**src/mist_pkg.sv**
```systemverilog
package mist_pkg;

    // register indices on the plain register port
    localparam logic [2:0] MIST_ADDR_INTC0 = 3'h0;
    localparam logic [2:0] MIST_ADDR_INTC1 = 3'h1;
    localparam logic [2:0] MIST_ADDR_MFI   = 3'h2;
    localparam logic [2:0] MIST_ADDR_TBC   = 3'h3;

    // interrupt control 0 fields
    localparam int MIST_B_TIMEBASE1_REQ_FLAG = 6;
    localparam int MIST_B_TIMEBASE0_REQ_FLAG = 5;
    localparam int MIST_B_TIMEBASE1_INT_EN = 3;
    localparam int MIST_B_TIMEBASE0_INT_EN = 2;
    localparam int MIST_B_EMI  = 0;

    // interrupt control 1 fields
    localparam int MIST_B_DEF  = 5;
    localparam int MIST_B_MFF  = 4;
    localparam int MIST_B_DEE  = 1;
    localparam int MIST_B_MFE  = 0;

    // multi-function source fields
    localparam int MIST_B_MAF  = 5;
    localparam int MIST_B_MPF  = 4;
    localparam int MIST_B_MAE  = 1;
    localparam int MIST_B_MPE  = 0;

    // time-base control fields
    localparam int MIST_B_TIMEBASE_MASTER_ON = 7;
    localparam int MIST_B_TIMEBASE_CLOCK_SELECT = 6;
    localparam int MIST_B_TB1L = 4;
    localparam int MIST_B_TB0L = 0;

    // reset values
    localparam logic [1:0] MIST_RST_TB1SEL = 2'h3;
    localparam logic [2:0] MIST_RST_TB0SEL = 3'h7;

    // time-base divider geometry: period = 2**(base + code)
    localparam int MIST_TB0_LOG2_MIN = 8;
    localparam int MIST_TB1_LOG2_MIN = 12;
    localparam int MIST_TB_CNT_W     = 15;
    localparam logic [1:0] MIST_SYS_DIV_LAST = 2'h3;

    // vector codes, in fixed priority order, highest first
    typedef enum logic [1:0] {
        MIST_VEC_MF  = 2'b00,
        MIST_VEC_TB0 = 2'b01,
        MIST_VEC_TB1 = 2'b11,
        MIST_VEC_EE  = 2'b10
    } mist_vec_t;

endpackage

```
**src/mist_irq.sv**
```systemverilog
`timescale 1ns/100ps
// Behaviour
// - multi-function flag sets when the grouped request of enabled timer-module match flags rises.
// - global and multi-function enabled, stack not full, multi-function flag set: call multi-function vector.
// - servicing multi-function clears its flag and the global enable.
// - time-base divider overflow sets that time-base request flag.
// - time-base vectors only with global and own enable set, stack not full.
// - servicing a time-base clears its flag and the global enable.
// - time-base 0 period is clock over 256..32768 by 3-bit code; reset longest.
// - time-base 1 period is clock over 4096..32768 by 2-bit code; reset longest.
// - clock select: clear picks time-base oscillator, set picks system clock over four.
// - each finished EEPROM write sets the EEPROM request flag.
// - EEPROM vectors only with global and EEPROM enable set, stack not full.
// - servicing EEPROM clears global enable and the EEPROM flag.
// - timer module has P and A match flags with matching enables.
// - timer-module requests reach only the multi-function vector.
// - match vectors only with global, own and multi-function enable, stack not full.
// - global enable clear inhibits all vectoring; flags still record.
// - any request flag rising wakes the device, enables ignored.
// - a set flag stays set until serviced or cleared by software.
// - return-from-interrupt sets global enable again; plain return leaves it.
module mist_irq
    import mist_pkg::*;
(
    // clock and reset
    input  wire logic       sys_clk_in,
    input  wire logic       rst_in,
    // register port
    input  wire logic [2:0] reg_addr_in,
    input  wire logic [7:0] reg_wdata_in,
    input  wire logic       reg_wr_in,
    input  wire logic       reg_rd_in,
    output logic      [7:0] reg_rdata_out,
    // peripheral events, one-cycle pulses on sys_clk_in
    input  wire logic       match_p_evt_in,
    input  wire logic       match_a_evt_in,
    input  wire logic       eeprom_done_in,
    // dedicated time-base oscillator, asynchronous
    input  wire logic       timebase_osc_clock_in,
    // processor core
    input  wire logic       stack_full_in,
    input  wire logic       vec_ack_in,
    input  wire logic       return_from_interrupt_in,
    output logic            irq_req_out,
    output logic      [1:0] irq_vec_out,
    output logic            wake_out
);

    ////////////////////////////////////////////////////////////////////////
    // state

    logic       global_int_en_ff;
    logic       timebase0_req_flag_ff;
    logic       timebase1_req_flag_ff;
    logic       timebase0_int_en_ff;
    logic       timebase1_int_en_ff;
    logic       eeprom_req_flag_ff;
    logic       eeprom_int_en_ff;
    logic       multifunc_req_flag_ff;
    logic       multifunc_int_en_ff;
    logic       match_p_req_flag_ff;
    logic       match_a_req_flag_ff;
    logic       match_p_int_en_ff;
    logic       match_a_int_en_ff;
    logic       timebase_master_on_ff;
    logic       timebase_clock_select_ff;
    logic [1:0] timebase1_period_sel_ff;
    logic [2:0] timebase0_period_sel_ff;
    logic       grp_req_ff;

    logic       nxt_global_int_en;
    logic       nxt_timebase0_req_flag;
    logic       nxt_timebase1_req_flag;
    logic       nxt_eef;
    logic       nxt_mff;
    logic       nxt_mpf;
    logic       nxt_maf;
    logic       nxt_grp_req;
    logic       nxt_irq_req;
    mist_vec_t  nxt_vec;
    logic [5:0] cur_flags;
    logic [5:0] nxt_flags;

    logic wr_intc0;
    logic wr_intc1;
    logic wr_mfi;
    logic wr_tbc;
    logic ack_mf;
    logic ack_tb0;
    logic ack_tb1;
    logic ack_ee;

    assign wr_intc0 = reg_wr_in && (reg_addr_in == MIST_ADDR_INTC0);
    assign wr_intc1 = reg_wr_in && (reg_addr_in == MIST_ADDR_INTC1);
    assign wr_mfi   = reg_wr_in && (reg_addr_in == MIST_ADDR_MFI);
    assign wr_tbc   = reg_wr_in && (reg_addr_in == MIST_ADDR_TBC);

    // the core acknowledges the vector currently shown on irq_vec_out
    assign ack_mf  = vec_ack_in && irq_req_out && (irq_vec_out == MIST_VEC_MF);
    assign ack_tb0 = vec_ack_in && irq_req_out && (irq_vec_out == MIST_VEC_TB0);
    assign ack_tb1 = vec_ack_in && irq_req_out && (irq_vec_out == MIST_VEC_TB1);
    assign ack_ee  = vec_ack_in && irq_req_out && (irq_vec_out == MIST_VEC_EE);

    ////////////////////////////////////////////////////////////////////////
    // time-base clock and dividers

    logic       osc_sync1_ff;
    logic       osc_sync2_ff;
    logic       osc_prev_ff;
    logic [1:0] sys_div_ff;
    logic       tb_tick;
    logic [MIST_TB_CNT_W-1:0] tb_cnt_ff;
    logic [MIST_TB_CNT_W-1:0] tb0_mask;
    logic [MIST_TB_CNT_W-1:0] tb1_mask;
    logic       tb0_ovf;
    logic       tb1_ovf;

    always_ff @(posedge sys_clk_in) begin
        if (rst_in) begin
            osc_sync1_ff <= 1'b0;
            osc_sync2_ff <= 1'b0;
            osc_prev_ff  <= 1'b0;
        end else begin
            osc_sync1_ff <= timebase_osc_clock_in;
            osc_sync2_ff <= osc_sync1_ff;
            osc_prev_ff  <= osc_sync2_ff;
        end
    end

    always_ff @(posedge sys_clk_in) begin
        if (rst_in) begin
            sys_div_ff <= 2'h0;
        end else begin
            sys_div_ff <= sys_div_ff + 2'h1;
        end
    end

    // oscillator must run below half the system rate to be seen
    assign tb_tick = timebase_clock_select_ff ? (sys_div_ff == MIST_SYS_DIV_LAST)
                                              : (osc_sync2_ff && !osc_prev_ff);

    always_ff @(posedge sys_clk_in) begin
        if (rst_in) begin
            tb_cnt_ff <= '0;
        end else if (!timebase_master_on_ff) begin
            tb_cnt_ff <= '0;
        end else if (tb_tick) begin
            tb_cnt_ff <= tb_cnt_ff + 1'b1;
        end
    end

    // low (base + code) bits all ones at a tick marks the period end
    assign tb0_mask = MIST_TB_CNT_W'((32'h1 << (MIST_TB0_LOG2_MIN + 32'(timebase0_period_sel_ff)))
                      - 32'h1);
    assign tb1_mask = MIST_TB_CNT_W'((32'h1 << (MIST_TB1_LOG2_MIN + 32'(timebase1_period_sel_ff)))
                      - 32'h1);
    assign tb0_ovf = timebase_master_on_ff && tb_tick && ((tb_cnt_ff & tb0_mask) == tb0_mask);
    assign tb1_ovf = timebase_master_on_ff && tb_tick && ((tb_cnt_ff & tb1_mask) == tb1_mask);

    ////////////////////////////////////////////////////////////////////////
    // next flag values: service clear, then software write, then hardware set

    always_comb begin
        nxt_timebase0_req_flag = timebase0_req_flag_ff;
        if (ack_tb0) begin
            nxt_timebase0_req_flag = 1'b0;
        end
        if (wr_intc0) begin
            nxt_timebase0_req_flag = reg_wdata_in[MIST_B_TIMEBASE0_REQ_FLAG];
        end
        if (tb0_ovf) begin
            nxt_timebase0_req_flag = 1'b1;
        end

        nxt_timebase1_req_flag = timebase1_req_flag_ff;
        if (ack_tb1) begin
            nxt_timebase1_req_flag = 1'b0;
        end
        if (wr_intc0) begin
            nxt_timebase1_req_flag = reg_wdata_in[MIST_B_TIMEBASE1_REQ_FLAG];
        end
        if (tb1_ovf) begin
            nxt_timebase1_req_flag = 1'b1;
        end

        nxt_eef = eeprom_req_flag_ff;
        if (ack_ee) begin
            nxt_eef = 1'b0;
        end
        if (wr_intc1) begin
            nxt_eef = reg_wdata_in[MIST_B_DEF];
        end
        if (eeprom_done_in) begin
            nxt_eef = 1'b1;
        end

        // servicing leaves these alone; only software clears them
        nxt_mpf = match_p_req_flag_ff;
        nxt_maf = match_a_req_flag_ff;
        if (wr_mfi) begin
            nxt_mpf = reg_wdata_in[MIST_B_MPF];
            nxt_maf = reg_wdata_in[MIST_B_MAF];
        end
        if (match_p_evt_in) begin
            nxt_mpf = 1'b1;
        end
        if (match_a_evt_in) begin
            nxt_maf = 1'b1;
        end

        // grouped request level; its rising edge sets the multi-function flag
        nxt_grp_req = (nxt_mpf && match_p_int_en_ff) || (nxt_maf && match_a_int_en_ff);
        nxt_mff = multifunc_req_flag_ff;
        if (ack_mf) begin
            nxt_mff = 1'b0;
        end
        if (wr_intc1) begin
            nxt_mff = reg_wdata_in[MIST_B_MFF];
        end
        if (nxt_grp_req && !grp_req_ff) begin
            nxt_mff = 1'b1;
        end

        nxt_global_int_en = global_int_en_ff;
        if (return_from_interrupt_in) begin
            nxt_global_int_en = 1'b1;
        end
        if (wr_intc0) begin
            nxt_global_int_en = reg_wdata_in[MIST_B_EMI];
        end
        if (vec_ack_in && irq_req_out) begin
            nxt_global_int_en = 1'b0;
        end
    end

    ////////////////////////////////////////////////////////////////////////
    // vector selection, from next state so a serviced source never repeats

    always_comb begin
        nxt_vec     = MIST_VEC_MF;
        nxt_irq_req = 1'b0;
        if (nxt_global_int_en && !stack_full_in) begin
            if (nxt_mff && multifunc_int_en_ff) begin
                nxt_vec     = MIST_VEC_MF;
                nxt_irq_req = 1'b1;
            end else if (nxt_timebase0_req_flag && timebase0_int_en_ff) begin
                nxt_vec     = MIST_VEC_TB0;
                nxt_irq_req = 1'b1;
            end else if (nxt_timebase1_req_flag && timebase1_int_en_ff) begin
                nxt_vec     = MIST_VEC_TB1;
                nxt_irq_req = 1'b1;
            end else if (nxt_eef && eeprom_int_en_ff) begin
                nxt_vec     = MIST_VEC_EE;
                nxt_irq_req = 1'b1;
            end
        end
    end

    assign cur_flags = {match_a_req_flag_ff, match_p_req_flag_ff, multifunc_req_flag_ff,
                        eeprom_req_flag_ff, timebase1_req_flag_ff, timebase0_req_flag_ff};
    assign nxt_flags = {nxt_maf, nxt_mpf, nxt_mff, nxt_eef, nxt_timebase1_req_flag, nxt_timebase0_req_flag};

    ////////////////////////////////////////////////////////////////////////
    // flag and enable registers

    always_ff @(posedge sys_clk_in) begin
        if (rst_in) begin
            global_int_en_ff      <= 1'b0;
            timebase0_req_flag_ff <= 1'b0;
            timebase1_req_flag_ff <= 1'b0;
            eeprom_req_flag_ff    <= 1'b0;
            multifunc_req_flag_ff <= 1'b0;
            match_p_req_flag_ff   <= 1'b0;
            match_a_req_flag_ff   <= 1'b0;
            grp_req_ff            <= 1'b0;
        end else begin
            global_int_en_ff      <= nxt_global_int_en;
            timebase0_req_flag_ff <= nxt_timebase0_req_flag;
            timebase1_req_flag_ff <= nxt_timebase1_req_flag;
            eeprom_req_flag_ff    <= nxt_eef;
            multifunc_req_flag_ff <= nxt_mff;
            match_p_req_flag_ff   <= nxt_mpf;
            match_a_req_flag_ff   <= nxt_maf;
            grp_req_ff            <= nxt_grp_req;
        end
    end

    always_ff @(posedge sys_clk_in) begin
        if (rst_in) begin
            timebase0_int_en_ff <= 1'b0;
            timebase1_int_en_ff <= 1'b0;
            eeprom_int_en_ff    <= 1'b0;
            multifunc_int_en_ff <= 1'b0;
            match_p_int_en_ff   <= 1'b0;
            match_a_int_en_ff   <= 1'b0;
        end else begin
            if (wr_intc0) begin
                timebase0_int_en_ff <= reg_wdata_in[MIST_B_TIMEBASE0_INT_EN];
                timebase1_int_en_ff <= reg_wdata_in[MIST_B_TIMEBASE1_INT_EN];
            end
            if (wr_intc1) begin
                eeprom_int_en_ff    <= reg_wdata_in[MIST_B_DEE];
                multifunc_int_en_ff <= reg_wdata_in[MIST_B_MFE];
            end
            if (wr_mfi) begin
                match_p_int_en_ff   <= reg_wdata_in[MIST_B_MPE];
                match_a_int_en_ff   <= reg_wdata_in[MIST_B_MAE];
            end
        end
    end

    always_ff @(posedge sys_clk_in) begin
        if (rst_in) begin
            timebase_master_on_ff    <= 1'b0;
            timebase_clock_select_ff <= 1'b0;
            timebase1_period_sel_ff  <= MIST_RST_TB1SEL;
            timebase0_period_sel_ff  <= MIST_RST_TB0SEL;
        end else if (wr_tbc) begin
            timebase_master_on_ff    <= reg_wdata_in[MIST_B_TIMEBASE_MASTER_ON];
            timebase_clock_select_ff <= reg_wdata_in[MIST_B_TIMEBASE_CLOCK_SELECT];
            timebase1_period_sel_ff  <= reg_wdata_in[MIST_B_TB1L +: 2];
            timebase0_period_sel_ff  <= reg_wdata_in[MIST_B_TB0L +: 3];
        end
    end

    ////////////////////////////////////////////////////////////////////////
    // core side outputs

    always_ff @(posedge sys_clk_in) begin
        if (rst_in) begin
            irq_req_out <= 1'b0;
            irq_vec_out <= MIST_VEC_MF;
            wake_out    <= 1'b0;
        end else begin
            irq_req_out <= nxt_irq_req;
            irq_vec_out <= nxt_vec;
            wake_out    <= |(nxt_flags & ~cur_flags);
        end
    end

    ////////////////////////////////////////////////////////////////////////
    // read port: data only in the cycle after the strobe

    always_ff @(posedge sys_clk_in) begin
        if (rst_in) begin
            reg_rdata_out <= 8'h00;
        end else if (!reg_rd_in) begin
            reg_rdata_out <= 8'h00;
        end else if (reg_addr_in == MIST_ADDR_INTC0) begin
            reg_rdata_out <= {1'b0, timebase1_req_flag_ff, timebase0_req_flag_ff, 1'b0,
                              timebase1_int_en_ff, timebase0_int_en_ff, 1'b0, global_int_en_ff};
        end else if (reg_addr_in == MIST_ADDR_INTC1) begin
            reg_rdata_out <= {2'b00, eeprom_req_flag_ff, multifunc_req_flag_ff, 2'b00,
                              eeprom_int_en_ff, multifunc_int_en_ff};
        end else if (reg_addr_in == MIST_ADDR_MFI) begin
            reg_rdata_out <= {2'b00, match_a_req_flag_ff, match_p_req_flag_ff, 2'b00,
                              match_a_int_en_ff, match_p_int_en_ff};
        end else if (reg_addr_in == MIST_ADDR_TBC) begin
            reg_rdata_out <= {timebase_master_on_ff, timebase_clock_select_ff,
                              timebase1_period_sel_ff, 1'b0, timebase0_period_sel_ff};
        end else begin
            reg_rdata_out <= 8'h00;
        end
    end

endmodule

```
**config.mk**
```make
export PLATFORM = sky130hd
export DESIGN_NAME = mist_irq
export DESIGN_NICKNAME = d
export VERILOG_FILES = /design/src/mist_pkg.sv /design/src/mist_irq.sv
export SDC_FILE = /design/constraint.sdc
export NUM_CORES = 1
export LEC_CHECK = 0
export ABC_AREA = 1
export BUFFER_PORTS_ARGS = -buffer_cell sky130_fd_sc_hd__buf_4
export CAP_MARGIN = 10
export CORE_MARGIN = 3
export CORE_UTILIZATION = 51
export DETAILED_ROUTE_END_ITERATION = 6
export GPL_ROUTABILITY_DRIVEN = 0
export PLACE_DENSITY = 0.75
export SLEW_MARGIN = 10
export SYNTH_ARGS = -nofsm -noshare
export SYNTH_HDL_FRONTEND = slang
export SYNTH_SLANG_ARGS = --single-unit
```
**constraint.sdc**
```tcl
create_clock -name sys_clk_in -period 1.45 [get_ports sys_clk_in]
set_input_delay 0.145 -clock sys_clk_in [delete_from_list [all_inputs] [get_ports sys_clk_in]]
set_output_delay 0.145 -clock sys_clk_in [all_outputs]
set_load 0.03 [all_outputs]
```
## After elaboration in Yosys (flattened, before gate mapping)

Cells that the tools add are included.

| cells by class | value |
|---|---|
| equal/unequal tests | 9 |
| add/sub/neg operators | 6 |
| reduce and logical (&&, ||, !) cells | 35 |
| shift-type cells | 2 |
| mux-type cells | 31 |
| bitwise operators | 8 |

Operators with widths:

| operator | number |
|---|---|
| AND 15 bit | 2 |
| equality test 15 bit | 2 |
| left shift 1 x 5 -> 15 bit (first input constant) | 2 |
| subtractor 15 x 1 -> 15 bit (second input constant) | 2 |
| two-way mux 7 bit | 4 |
| two-way mux 1 bit | 25 |
| logical AND 1 bit | 21 |
| adder 15 x 1 -> 15 bit (second input constant) | 1 |
| OR reduction 6 bit | 2 |
| AND 6 bit | 1 |
| equality test 2 bit (second input constant) | 3 |
| equality test 3 x 2 -> 1 bit (second input constant) | 2 |
| NOT 6 bit | 1 |
| OR reduction 2 bit | 3 |
| OR reduction 3 bit | 2 |
| adder 4 x 2 -> 5 bit (first input constant) | 1 |
| adder 4 x 3 -> 5 bit (first input constant) | 1 |
| two-way mux 2 bit | 2 |
| NOT 1 bit | 4 |
| OR reduction 4 bit | 1 |
| equality test 3 x 1 -> 1 bit (second input constant) | 1 |
| logical NOT 1 bit | 3 |
| logical NOT 3 bit | 1 |
| adder 2 x 1 -> 2 bit (second input constant) | 1 |
| other kinds (3) | 3 |

| storage, ports and cells | value |
|---|---|
| register bits after elaboration | 53 |

## Longest topological paths before layout

Gate-level depths: netlist of the first run.

| logic depth | value |
|---|---|
| word-level depth | 11 |
| mapped depth | 13 |

## Worst setup path before layout of the first run

No wires, ideal clock.

| timing | value |
|---|---|
| path kind | reg2reg |
| from | register sys_div_ff[0] |
| to | register tb_cnt_ff[13] |
| arrival time | 1328 ps |
| required time | 1329 ps |
| library setup time | 121 ps |
| buffers on the path | 0 |
| path slack | 1 ps |
| stages on the path, launching flop included | 11 |
| path through | dfxtp_1 -> ha_1 -> inv_1 -> nand2_1 -> nand2_1 -> nor2_1 -> nand3_1 -> nor2_1 -> nand3_1 -> nor2_1 -> a21oi_1 |

| between the ends | value |
|---|---|
| cells in the longest elaborated chain, start to end | 2 |

Ends and longest elaborated chain:

| what | line | text |
|---|---|---|
| start: declaration | mist_irq.sv:110 | `logic [1:0] sys_div_ff;` |
| start signal: assignment | mist_irq.sv:134 | `sys_div_ff <= sys_div_ff + 2'h1;` |
| equality test 2 bit | mist_irq.sv:139 | `assign tb_tick = timebase_clock_select_ff ? (sys_div_ff == MIST_SYS_DIV_LAST)` |
| two-way mux 1 bit | mist_irq.sv:139 |  |
| end signal: assignment | mist_irq.sv:148 | `tb_cnt_ff <= tb_cnt_ff + 1'b1;` |
| end: declaration | mist_irq.sv:112 | `logic [MIST_TB_CNT_W-1:0] tb_cnt_ff;` |

Every way passes these cells.
A chain may end at the register's enable or synchronous reset.

## Worst setup path after layout of the first run

| timing | value |
|---|---|
| from | register tb_cnt_ff[0] |
| to | register irq_req_out |

| between the ends | value |
|---|---|
| cells in the longest elaborated chain, start to end | 8 |
| elaborated cells between the ends (all ways) | 13 |
| classes of those cells | eq/ne: 2; mux: 5; bitwise: 2; reduce/logical: 4 |

Ends and longest elaborated chain:

| what | line | text |
|---|---|---|
| AND 15 bit | mist_irq.sv:158 | `assign tb1_ovf = timebase_master_on_ff && tb_tick && ((tb_cnt_ff & tb1_mask) == tb1_mask);` |
| equality test 15 bit | mist_irq.sv:158 |  |
| logical AND 1 bit | mist_irq.sv:158 |  |
| two-way mux 1 bit | mist_irq.sv:182 | `if (tb1_ovf) begin` |
| logical AND 1 bit | mist_irq.sv:249 | `end else if (nxt_timebase1_req_flag && timebase1_int_en_ff) begin` |
| two-way mux 1 bit | mist_irq.sv:249 |  |
| two-way mux 1 bit * | mist_irq.sv:246 | `end else if (nxt_timebase0_req_flag && timebase0_int_en_ff) begin` |
| two-way mux 1 bit * | mist_irq.sv:243 | `if (nxt_mff && multifunc_int_en_ff) begin` |
| end signal: assignment | mist_irq.sv:335 | `irq_req_out <= nxt_irq_req;` |
| end: declaration | mist_irq.sv:44 | `output logic irq_req_out,` |

Mark *: on every way between the ends. The rest lies on a longest branch, timed or not.

==> impl_metrics.json, run 1 <==
{
  "ys_ff_latch": 53,
  "fin_cells": 452,
  "start_util_pct": 54.4,
  "routedWlPerCell_um": 13.1,
  "clk_latency_ns": 0.30,
  "syn-instance-count": 342,
  "synth-main-ff-cell": "dfxtp_1",
  "syn_avg_cell_area_um2": 7.17,
  "drc": 0,
  "finalNetCount": 423,
  "fin_crit_sh_pct": 102,
  "grt_pass1_vias": 2238,
  "place_hpwl_um": 4440,
  "end_kind": "register",
  "min_period_ns": 1.47,
  "ys_warn_count": 0,
  "drv_cap": 0,
  "ys_seq_area_share_pct": 43.3,
  "grt_max_degree": 16,
  "dp.cells": 442,
  "worst_pin_slew_ns": 0.274,
  "grt_setup_unrepaired": "yes",
  "via_per_inst": 5.23,
  "cts_sinks": 53,
  "cts_made_buffers": 5,
  "final-max-slew-violation-count": 0,
  "slew_headroom_pct": 81.6,
  "seq_area_mm2": 0.00107,
  "cts_buffer_depth": 2,
  "required_ns": 1.69,
  "worst_slack_ns": -0.0247,
  "leakage_uw": 0.00139,
  "violations": "setup timing",
  "hold_buffers": 0,
  "dieArea_mm2": 0.00568,
  "synth-adder-area-share_pct": 1.02,
  "vias": 2362,
  "grt_antenna_before_repair": 0,
  "die_h_um": 75.3,
  "rows": 24,
  "setup_viol": 3,
  "path_max_fanout": 2,
  "ant_nets": 0,
  "cp.arrival_ns": 1.72,
  "fill_cells": 393,
  "final_common_cell": "nand2_1",
  "status": "complete, but fails checks",
  "core_area_mm2": 0.00450,
  "final_util_pct": 70.6,
  "synthesis.nets": 366,
  "synth_simple_gate_area_share_pct": 31.3,
  "htree_levels": 2,
  "synth_area_mm2": 0.00245,
  "multi_input_area_mm2": 0.00131,
  "clkTransAtPathRegs_ns": 0.09,
  "synth_top_family_by_area": "simple AND/OR/NAND/NOR gates",
  "synth_mux_area_share_pct": 0.561,
  "drt-initial-drc-count": 91,
  "min_path_type": "in -> reg",
  "ff2ff_path_depth": 11,
  "wl_um": 5920,
  "cts_tree": "built",
  "synth-xor-area-share_pct": 0,
  "synth_compound_area_share_pct": 14.2,
  "fmax_mhz": 678,
  "path_class": "reg -> reg",
  "io_buffers": 33,
  "dr.pass1.iters": 4,
  "finalHoldViolCount": 0,
  "hold_depth": 2,
  "die_x_um": 75.3,
  "start_kind": "register",
  "clock_tree.root_cell": "clkbuf_8",
  "grt_overflow": 0,
  "synth-edff-count": 0,
  "grt_usage_pct": 22.1,
  "grt_pass1_wl_um": 9650,
  "io-pin-count": 34,
  "diodes": 0,
  "ys_types": 34,
  "fin_skew_ns": 0.00774,
  "irDropWorstVdd_v": 0.000446,
  "synthArstFlopShare_pct": 0,
  "drive_gt1_share_pct": 31.5,
  "syn2layout_area_growth_pct": 29.6,
  "p_per_area_mw_per_mm2": 864,
  "whs_ns": 0.0411,
  "final_cell_mix": "nand2_1 (59), buf_4 (54), inv_1 (51)"
}
cell usage after synthesis (all sizes together) (2+ instances only):
library cell / n / area [um2]
nand3: 25 / 138
ha: 2 / 25.0
nand4: 5 / 31.3
nor2: 40 / 186
nand2: 79 / 322
a21oi: 30 / 154
clkbuf: 4 / 15.0
dfxtp: 53 / 1060
o21ai: 28 / 144
nor3: 5 / 36.3
inv: 57 / 216
nand3b: 2 / 18.8
a31oi: 3 / 18.8
path summary, 6_finish.rpt:
path	start	endpoint	slack, ns
max	tb_cnt_ff[0]	irq_req_out	-0.02
min	rst_in	osc_prev_ff	0.04
min reg2reg	osc_sync1_ff	osc_sync2_ff	0.41
max reg2reg	tb_cnt_ff[0]	irq_req_out	-0.02
registers in the layout, indices dropped and copies added (netlist names), 2 cells and up:
signal and count:
timebase0_period_sel_ff 3, reg_rdata_out 8, tb_cnt_ff 15, timebase1_period_sel_ff 2, irq_vec_out 2, sys_div_ff 2
per-stage QoR:
stage          setup TNS [ns]  total power (uW)  setup WS [ns]  instance area [um2]
2_1_floorplan               0              1730        0.00119                 2450
3_3_place_gp           -0.194              1850        -0.0640                 2900
3_5_place_dp           -0.471              1860        -0.0992                 2900
4_1_cts                     0              2760        0.00719                 3090
5_1_grt                -0.525              2870         -0.107                 3180
6_report              -0.0543              2750        -0.0247                 3180
timing repair:
| item | CTS | global route |
|---|---|---|
| endpoints found under the setup margin | 10 | 9 |
| pin swaps | 9 | 18 |
| gates cloned | 0 | 0 |
| gates resized for setup | 23 | 27 |
| setup buffers | 2 | 2 |
critical path: stages, from the launching register on:
cell and delay, ns:
dfxtp_2 0.37, ha_4 0.16, nand2_4 0.06, nor2_4 0.11, nand2_2 0.07, nor2_4 0.15
nand3_4 0.11, nand2_4 0.09, nand2_4 0.05, nand2_2 0.08, nor2_2 0.05, a21oi_2 0.12
power breakdown:
group | switching, uW | internal [uW]
logic | 193 | 132
registers | 28.1 | 1500
clock network | 464 | 432
total | 685 | 2060
cell families (layout without fill, tap and decap cells):
family / count (synthesis) / count (layout)
AO/OA/AOI/OAI: 65 / 65
multiplexers: 1 / 1
AND/OR/NAND/NOR: 159 / 159
flip-flops: 53 / 53
adder cells (fa/ha/maj): 2 / 2
buffers and inverters: 62 / 120
final cells by class:
class,count,share of cell area (%)
clock inverters,1,0.157
well taps,52,2.05
inverters,57,6.81
multi-input cells,227,41.2
flip-flops and latches,53,33.6
clock buffers,7,3.03
repair buffers,55,13.1
layer usage:
metal,vias to the layer above,share of wire [%],GRT usage (%)
met5,-,0,0
met4,0,1.6,6.60
met3,10,4.4,4.75
met2,59,51,39.2
met1,1081,43,26.7
li1,1212,-,-
Power figures use the tool's default switching activity.
==> run 2, diff against run 1 <==
--- a/config.mk
+++ b/config.mk
@@ -12,7 +12,7 @@
 export CORE_UTILIZATION = 51
 export DETAILED_ROUTE_END_ITERATION = 6
 export GPL_ROUTABILITY_DRIVEN = 0
-export PLACE_DENSITY = 0.75
+export PLACE_DENSITY = 0.78
 export SLEW_MARGIN = 10
 export SYNTH_ARGS = -nofsm -noshare
 export SYNTH_HDL_FRONTEND = slang
==> impl_metrics.json, run 2 (synthesis gave the netlist of run 1 again) <==
{
  "die_x_um": 75.3,
  "min-delay-start": "timebase_osc_clock_in",
  "cpMostUsedCell": "nand2_2",
  "setup_viol": 1,
  "whs_ns": 0.0326,
  "cp_cell_sequence": "ha_4, nand2_2, nor2_1, nand2_1, nor2_2, nand3_2, nand2_2, nand2_2, nand2_2, nor2_1, a21oi_1",
  "diodes": 0,
  "leakage_uw": 0.00137,
  "final-max-slew-violation-count": 0,
  "top_register": "tb_cnt_ff",
  "path_max_fanout": 2,
  "cts_buffer_depth": 2,
  "min_path_type": "in -> reg",
  "cts_made_buffers": 5,
  "r2r_end": "irq_req_out",
  "hold_path_end": "osc_sync1_ff",
  "worst_pin_slew_ns": 0.297,
  "rrSetupSlack_ns": -0.02,
  "start_kind": "register",
  "irDropWorstVdd_v": 0.000681,
  "p_per_area_mw_per_mm2": 967,
  "cts_tree": "built",
  "status": "complete, but fails checks",
  "grt_max_degree": 18,
  "reg.largest.list": "tb_cnt_ff x15, reg_rdata_out x8, timebase0_period_sel_ff x3",
  "end_kind": "register",
  "total_power_uw": 3060,
  "clock_tree.root_cell": "clkbuf_8",
  "required_ns": 1.71,
  "final_cell_mix": "nand2_1 (62), buf_4 (56), inv_1 (51)",
  "worst_slack_ns": -0.0220,
  "clk_latency_ns": 0.32,
  "drc": 0,
  "wl_um": 6010,
  "fill_cells": 386,
  "drive_gt1_share_pct": 29.7,
  "drv_cap": 0,
  "io-pin-count": 34,
  "slew_headroom_pct": 80.1,
  "core_area_mm2": 0.00450,
  "critPathTopFamily": "simple AND/OR/NAND/NOR gates",
  "cpPeakStageDelay_ns": 0.37,
  "fmax_mhz": 679,
  "via_per_inst": 5.21,
  "violations": "setup timing",
  "dp.cells": 441,
  "r2r-start": "tb_cnt_ff[0]",
  "fin_skew_ns": 0.0104,
  "hold_depth": 3,
  "path_class": "reg -> reg",
  "ant_nets": 0,
  "grt_antenna_before_repair": 0,
  "grt_setup_unrepaired": "yes",
  "min_period_ns": 1.47,
  "vias": 2360,
  "finalNetCount": 424,
  "final_util_pct": 70.2,
  "clkTransAtPathRegs_ns": 0.10,
  "place_hpwl_um": 4430,
  "cp.arrival_ns": 1.73,
  "grt_pass1_wl_um": 9470,
  "preCtsSetupSlack_ns": -0.102,
  "io_buffers": 33,
  "final_common_cell": "nand2_1",
  "htree_levels": 2,
  "grt_pass1_vias": 2287,
  "die_h_um": 75.3,
  "start_util_pct": 54.4,
  "worstPathBufferInverterCount": 0,
  "fin_crit_sh_pct": 102,
  "finalHoldViolCount": 0,
  "grt_overflow": 0,
  "fin_cells": 453,
  "ff2ff_path_depth": 11,
  "routedWlPerCell_um": 13.3,
  "drt-initial-drc-count": 115,
  "cts_sinks": 53,
  "rows": 24,
  "dieArea_mm2": 0.00568,
  "dr.pass1.iters": 4,
  "critPathSlowestCell": "dfxtp_2",
  "grt_usage_pct": 21.7,
  "syn2layout_area_growth_pct": 28.9,
  "largest_reg_flops": 15
}
[run 2: cell count changes in the layout (fill, tap and decap cells not counted), moves of 2 or more]
cell       change
nand2_1        +3
nor2_4         -3
nand2_4        -2
o21ai_0        -3
bufinv_16      +2
nor2_1         +2
clkbuf_8       -2
nand3_2        -2
nand3_1        +3
o21ai_1        +3
buf_4          +2
[run 2: tightest hold or removal path, stage by stage]
cell	delay (ns)
buf_4	0.08
inv_1	0.03
nor2_1	0.07
[run 2: area by class of cell]
class	count	area, um2	area share (%)
Inverter	57	216	6.85
Clock buffer	5	68.8	2.18
Sequential cell	53	1070	33.8
Timing Repair Buffer	56	420	13.3
Clock inverter	3	68.8	2.18
Tap cell	52	65.1	2.06
Multi-Input combinational cell	227	1250	39.6
[run 2: power breakdown]
group | switching, uW | internal [uW] | leakage [uW] | total [uW]
clock network | 516 | 695 | 0.0000687 | 1210
logic | 187 | 133 | 0.000869 | 321
registers | 28.1 | 1500 | 0.000434 | 1530
total | 731 | 2330 | 0.00137 | 3060
[run 2: timing repair]
action,CTS,global route
setup buffers,2,2
gates resized for setup,10,28
hold buffers,0,0
pin swaps,5,17
endpoints found under the setup margin,8,15
[run 2: layer usage]
metal	wire, um	up-vias	GRT usage (%)
met5	0	-	0
met4	100	0	8.16
met3	238	11	4.88
met2	3160	49	40.4
met1	2500	1085	23.8
li1	-	1215	-
[run 2: worst max-delay path by stage]
stage / from / to / slack [ns] / cells after the start
CTS: sys_div_ff[0] / tb_cnt_ff[11] / 0.001 / 9
finish: tb_cnt_ff[0] / irq_req_out / -0.02 / 11
global route: tb_cnt_ff[1] / irq_req_out / -0.15 / 11
detailed placement: sys_div_ff[0] / tb_cnt_ff[13] / -0.10 / 10
global placement: sys_div_ff[0] / tb_cnt_ff[13] / -0.03 / 10
floorplan: sys_div_ff[0] / tb_cnt_ff[13] / 0.001 / 10
[run 2: per-stage QoR]
| stage | TNS (ns) | instance area, um2 |
|---|---|---|
| after detailed placement | -0.246 | 2890 |
| after floorplan | 0 | 2450 |
| after global routing | -0.709 | 3160 |
| final | -0.0220 | 3160 |
| after CTS | 0 | 3070 |
| after global placement | -0.0376 | 2890 |
==> run 3, diff against run 2 <==
--- a/config.mk
+++ b/config.mk
@@ -5,14 +5,14 @@
 export SDC_FILE = /design/constraint.sdc
 export NUM_CORES = 1
 export LEC_CHECK = 0
-export ABC_AREA = 1
+export ABC_AREA = 0
 export BUFFER_PORTS_ARGS = -buffer_cell sky130_fd_sc_hd__buf_4
 export CAP_MARGIN = 10
 export CORE_MARGIN = 3
-export CORE_UTILIZATION = 51
+export CORE_UTILIZATION = 57
 export DETAILED_ROUTE_END_ITERATION = 6
 export GPL_ROUTABILITY_DRIVEN = 0
-export PLACE_DENSITY = 0.78
+export PLACE_DENSITY = 0.82
 export SLEW_MARGIN = 10
 export SYNTH_ARGS = -nofsm -noshare
 export SYNTH_HDL_FRONTEND = slang
==> constraint.sdc (replaced) <==
create_clock -name sys_clk_in -period 1.65 [get_ports sys_clk_in]
set_input_delay 0.165 -clock sys_clk_in [delete_from_list [all_inputs] [get_ports sys_clk_in]]
set_output_delay 0.165 -clock sys_clk_in [all_outputs]
set_load 0.03 [all_outputs]
==> impl_metrics.json, run 3 <==
{
  "status": "finished, final reports clean",
  "clk_latency_ns": 0.31,
  "die_h_um": 71.9,
  "cts_sinks": 53,
  "synthesis.nets": 301,
  "core_area_mm2": 0.00409,
  "dp.cells": 373,
  "netSwitchingFraction_pct": 22.9,
  "finalHoldViolCount": 0,
  "diodes": 0,
  "slew_headroom_pct": 75.8,
  "p_seq_share_pct": 53.6,
  "ys_warn_count": 0,
  "cp.arrival_ns": 1.87,
  "io-pin-count": 34,
  "grt_antenna_before_repair": 0,
  "routedWlPerCell_um": 15.8,
  "synth_simple_gate_area_share_pct": 28.5,
  "critPathSlowestCell": "dfxtp_4",
  "cp_cell_sequence": "nor3b_4, buf_4, o211ai_4, and4bb_2, o21ai_2, a31oi_1",
  "wl_um": 6100,
  "power.switching_uw": 573,
  "cts_made_buffers": 5,
  "min_path_type": "in -> reg",
  "min-delay-start": "timebase_osc_clock_in",
  "drt-initial-drc-count": 237,
  "worst_slack_ns": 0.00206,
  "final_common_cell": "buf_4",
  "clock_tree.root_cell": "clkbuf_8",
  "grt_max_degree": 30,
  "syn2layout_area_growth_pct": 26.2,
  "drv_cap": 0,
  "leakage_uw": 0.00123,
  "synth.most_common_cell": "dfxtp_1",
  "ant_nets": 0,
  "intPower_uw": 1920,
  "reg.largest.list": "tb_cnt_ff x15, reg_rdata_out x8, timebase0_period_sel_ff x3",
  "irDropWorstVdd_v": 0.000723,
  "dieArea_mm2": 0.00518,
  "fin_setup_tns_ns": 0,
  "whs_ns": 0.0811,
  "fin_cells": 386,
  "clkTransAtPathRegs_ns": 0.09,
  "synth_top_area_cell": "dfxtp_1",
  "path_max_fanout": 4,
  "fin_crit_sh_pct": 99.9,
  "p_clk_share_pct": 36.8,
  "grt_setup_unrepaired": "yes",
  "synth_compound_area_share_pct": 13.5,
  "synth_top_family_by_area": "simple AND/OR/NAND/NOR gates",
  "finalNetCount": 359,
  "synthArstFlopShare_pct": 0,
  "syn-instance-count": 277,
  "final_cell_mix": "buf_4 (64), dfxtp_1 (47), nor2_1 (37)",
  "preCtsSetupSlack_ns": -0.0397,
  "synth_area_mm2": 0.00248,
  "die_x_um": 71.9,
  "setup_viol": 0,
  "synth-main-ff-cell": "dfxtp_1",
  "synth-adder-area-share_pct": 1.01,
  "fmax_mhz": 607,
  "htree_levels": 2,
  "r2r-start": "timebase_clock_select_ff",
  "final-max-slew-violation-count": 0,
  "ff2ff_path_depth": 6,
  "ys_ff_latch": 53,
  "hold_depth": 2,
  "synth_area_leaders": "dfxtp_1 (43%), nor2_1 (5.6%), nand2_1 (4.5%)",
  "yosysTopAreaCellShare_pct": 42.8,
  "syn_avg_cell_area_um2": 8.95,
  "synth-xor-area-share_pct": 4.59,
  "dr.pass1.iters": 4,
  "cpPeakStageDelay_ns": 0.37,
  "grt_pass1_wl_um": 9580,
  "place_hpwl_um": 4270,
  "min_period_ns": 1.65,
  "top_register": "tb_cnt_ff",
  "rrSetupSlack_ns": 0.002,
  "drive_gt1_share_pct": 29.5,
  "start_kind": "register",
  "grt_overflow": 0,
  "grt_pass1_vias": 1986,
  "largest_reg_flops": 15,
  "ys_seq_area_share_pct": 42.8,
  "final_util_pct": 76.5,
  "p_per_area_mw_per_mm2": 798,
  "io_buffers": 33,
  "vias": 2228,
  "via_per_inst": 5.77,
  "required_ns": 1.87,
  "rows": 23,
  "hold_path_end": "osc_sync1_ff",
  "synth_common_cells": "dfxtp_1 (53), nor2_1 (37), nand2_1 (30), a21oi_1 (11), nor2b_1 (10)",
  "drc": 0,
  "r2r_end": "irq_req_out",
  "worst_pin_slew_ns": 0.359,
  "end_kind": "register",
  "start_util_pct": 60.7,
  "cts_buffer_depth": 2,
  "cts_tree": "built",
  "pwr-share-comb_pct": 9.7,
  "synth-edff-count": 0,
  "grt_usage_pct": 24.0,
  "ys_types": 57,
  "synth_mux_area_share_pct": 5.81,
  "fin_skew_ns": 0.00527,
  "path_class": "reg -> reg"
}
==> run 3: cell types whose count changed in the layout (fill, tap and decap cells not counted), moves of 6 or more <==
cell	change
nor2b_1	+10
o21ai_0	-14
nand3_1	-11
nor2_2	-7
a21oi_1	-18
buf_4	+8
nor2_1	+8
o21ai_1	-6
xor2_1	+8
mux2i_1	+7
inv_1	-46
nand2b_1	+9
nand2_1	-32
nand2_2	-15
==> run 3: per-stage QoR <==
stage / area [um2] / total power, uW
finish: 3130 / 2500
global route: 3130 / 2580
CTS: 3040 / 2500
global placement: 2920 / 1600
detailed placement: 2920 / 1600
floorplan: 2480 / 1500
==> run 3: worst max-delay path by stage <==
stage | startpoint | endpoint | slack, ns | cells past startpoint
3_5_place_dp | timebase_clock_select_ff | irq_vec_out[1] | -0.04 | 6
4_1_cts | tb_cnt_ff[1] | irq_vec_out[0] | 0.002 | 6
6_report | timebase_clock_select_ff | irq_req_out | 0.002 | 6
3_3_place_gp | timebase_clock_select_ff | irq_vec_out[0] | -0.02 | 6
2_1_floorplan | sys_div_ff[0] | irq_vec_out[1] | 0.03 | 6
5_1_grt | timebase_clock_select_ff | irq_req_out | -0.05 | 6
==> run 3: per-layer routing <==
layer	share of wire, %	vias up	GRT usage (%)
met5	0	-	0
met4	1.1	0	8.35
met3	6.7	6	5.40
met2	46	76	36.1
met1	46	1046	34.1
li1	-	1100	-
==> run 3: power groups by stage <==
stage / registers (uW) / logic, uW / clock network, uW
final: 1340 / 241 / 918
after global placement: 1360 / 231 / 0
after detailed placement: 1370 / 234 / 0
after floorplan: 1370 / 134 / 0
after CTS: 1340 / 237 / 925
after global routing: 1340 / 263 / 974
==> run 3: critical path: cells and delay by family (launching register included) <==
kind / cells / cell delay (ns)
simple gates: 2 / 0.58
compound gates: 3 / 0.44
flops: 1 / 0.37
buf+inv: 1 / 0.16
==> run 3: cell families after synthesis <==
logic type	after synthesis
simple gates	131
fa+ha+maj	2
compound gates	47
mux	12
xor+xnor	13
flops	53
buf+inv	19
==> run 3: repair_timing <==
action,4_1_cts,5_1_grt
gates resized for setup,4,17
setup buffers,0,5
pin swaps,2,5
cloned,0,0
setup endpoints to repair,4,11
hold buffers,0,0
==> run 3: layout make-up <==
class,count,area (um2)
repair buffers,65,492
fillers,283,958
inverters,5,18.8
flip-flops and latches,53,1070
well taps,50,62.6
multi-input cells,205,1370
clock buffers,7,86.3
clock inverters,1,30.0
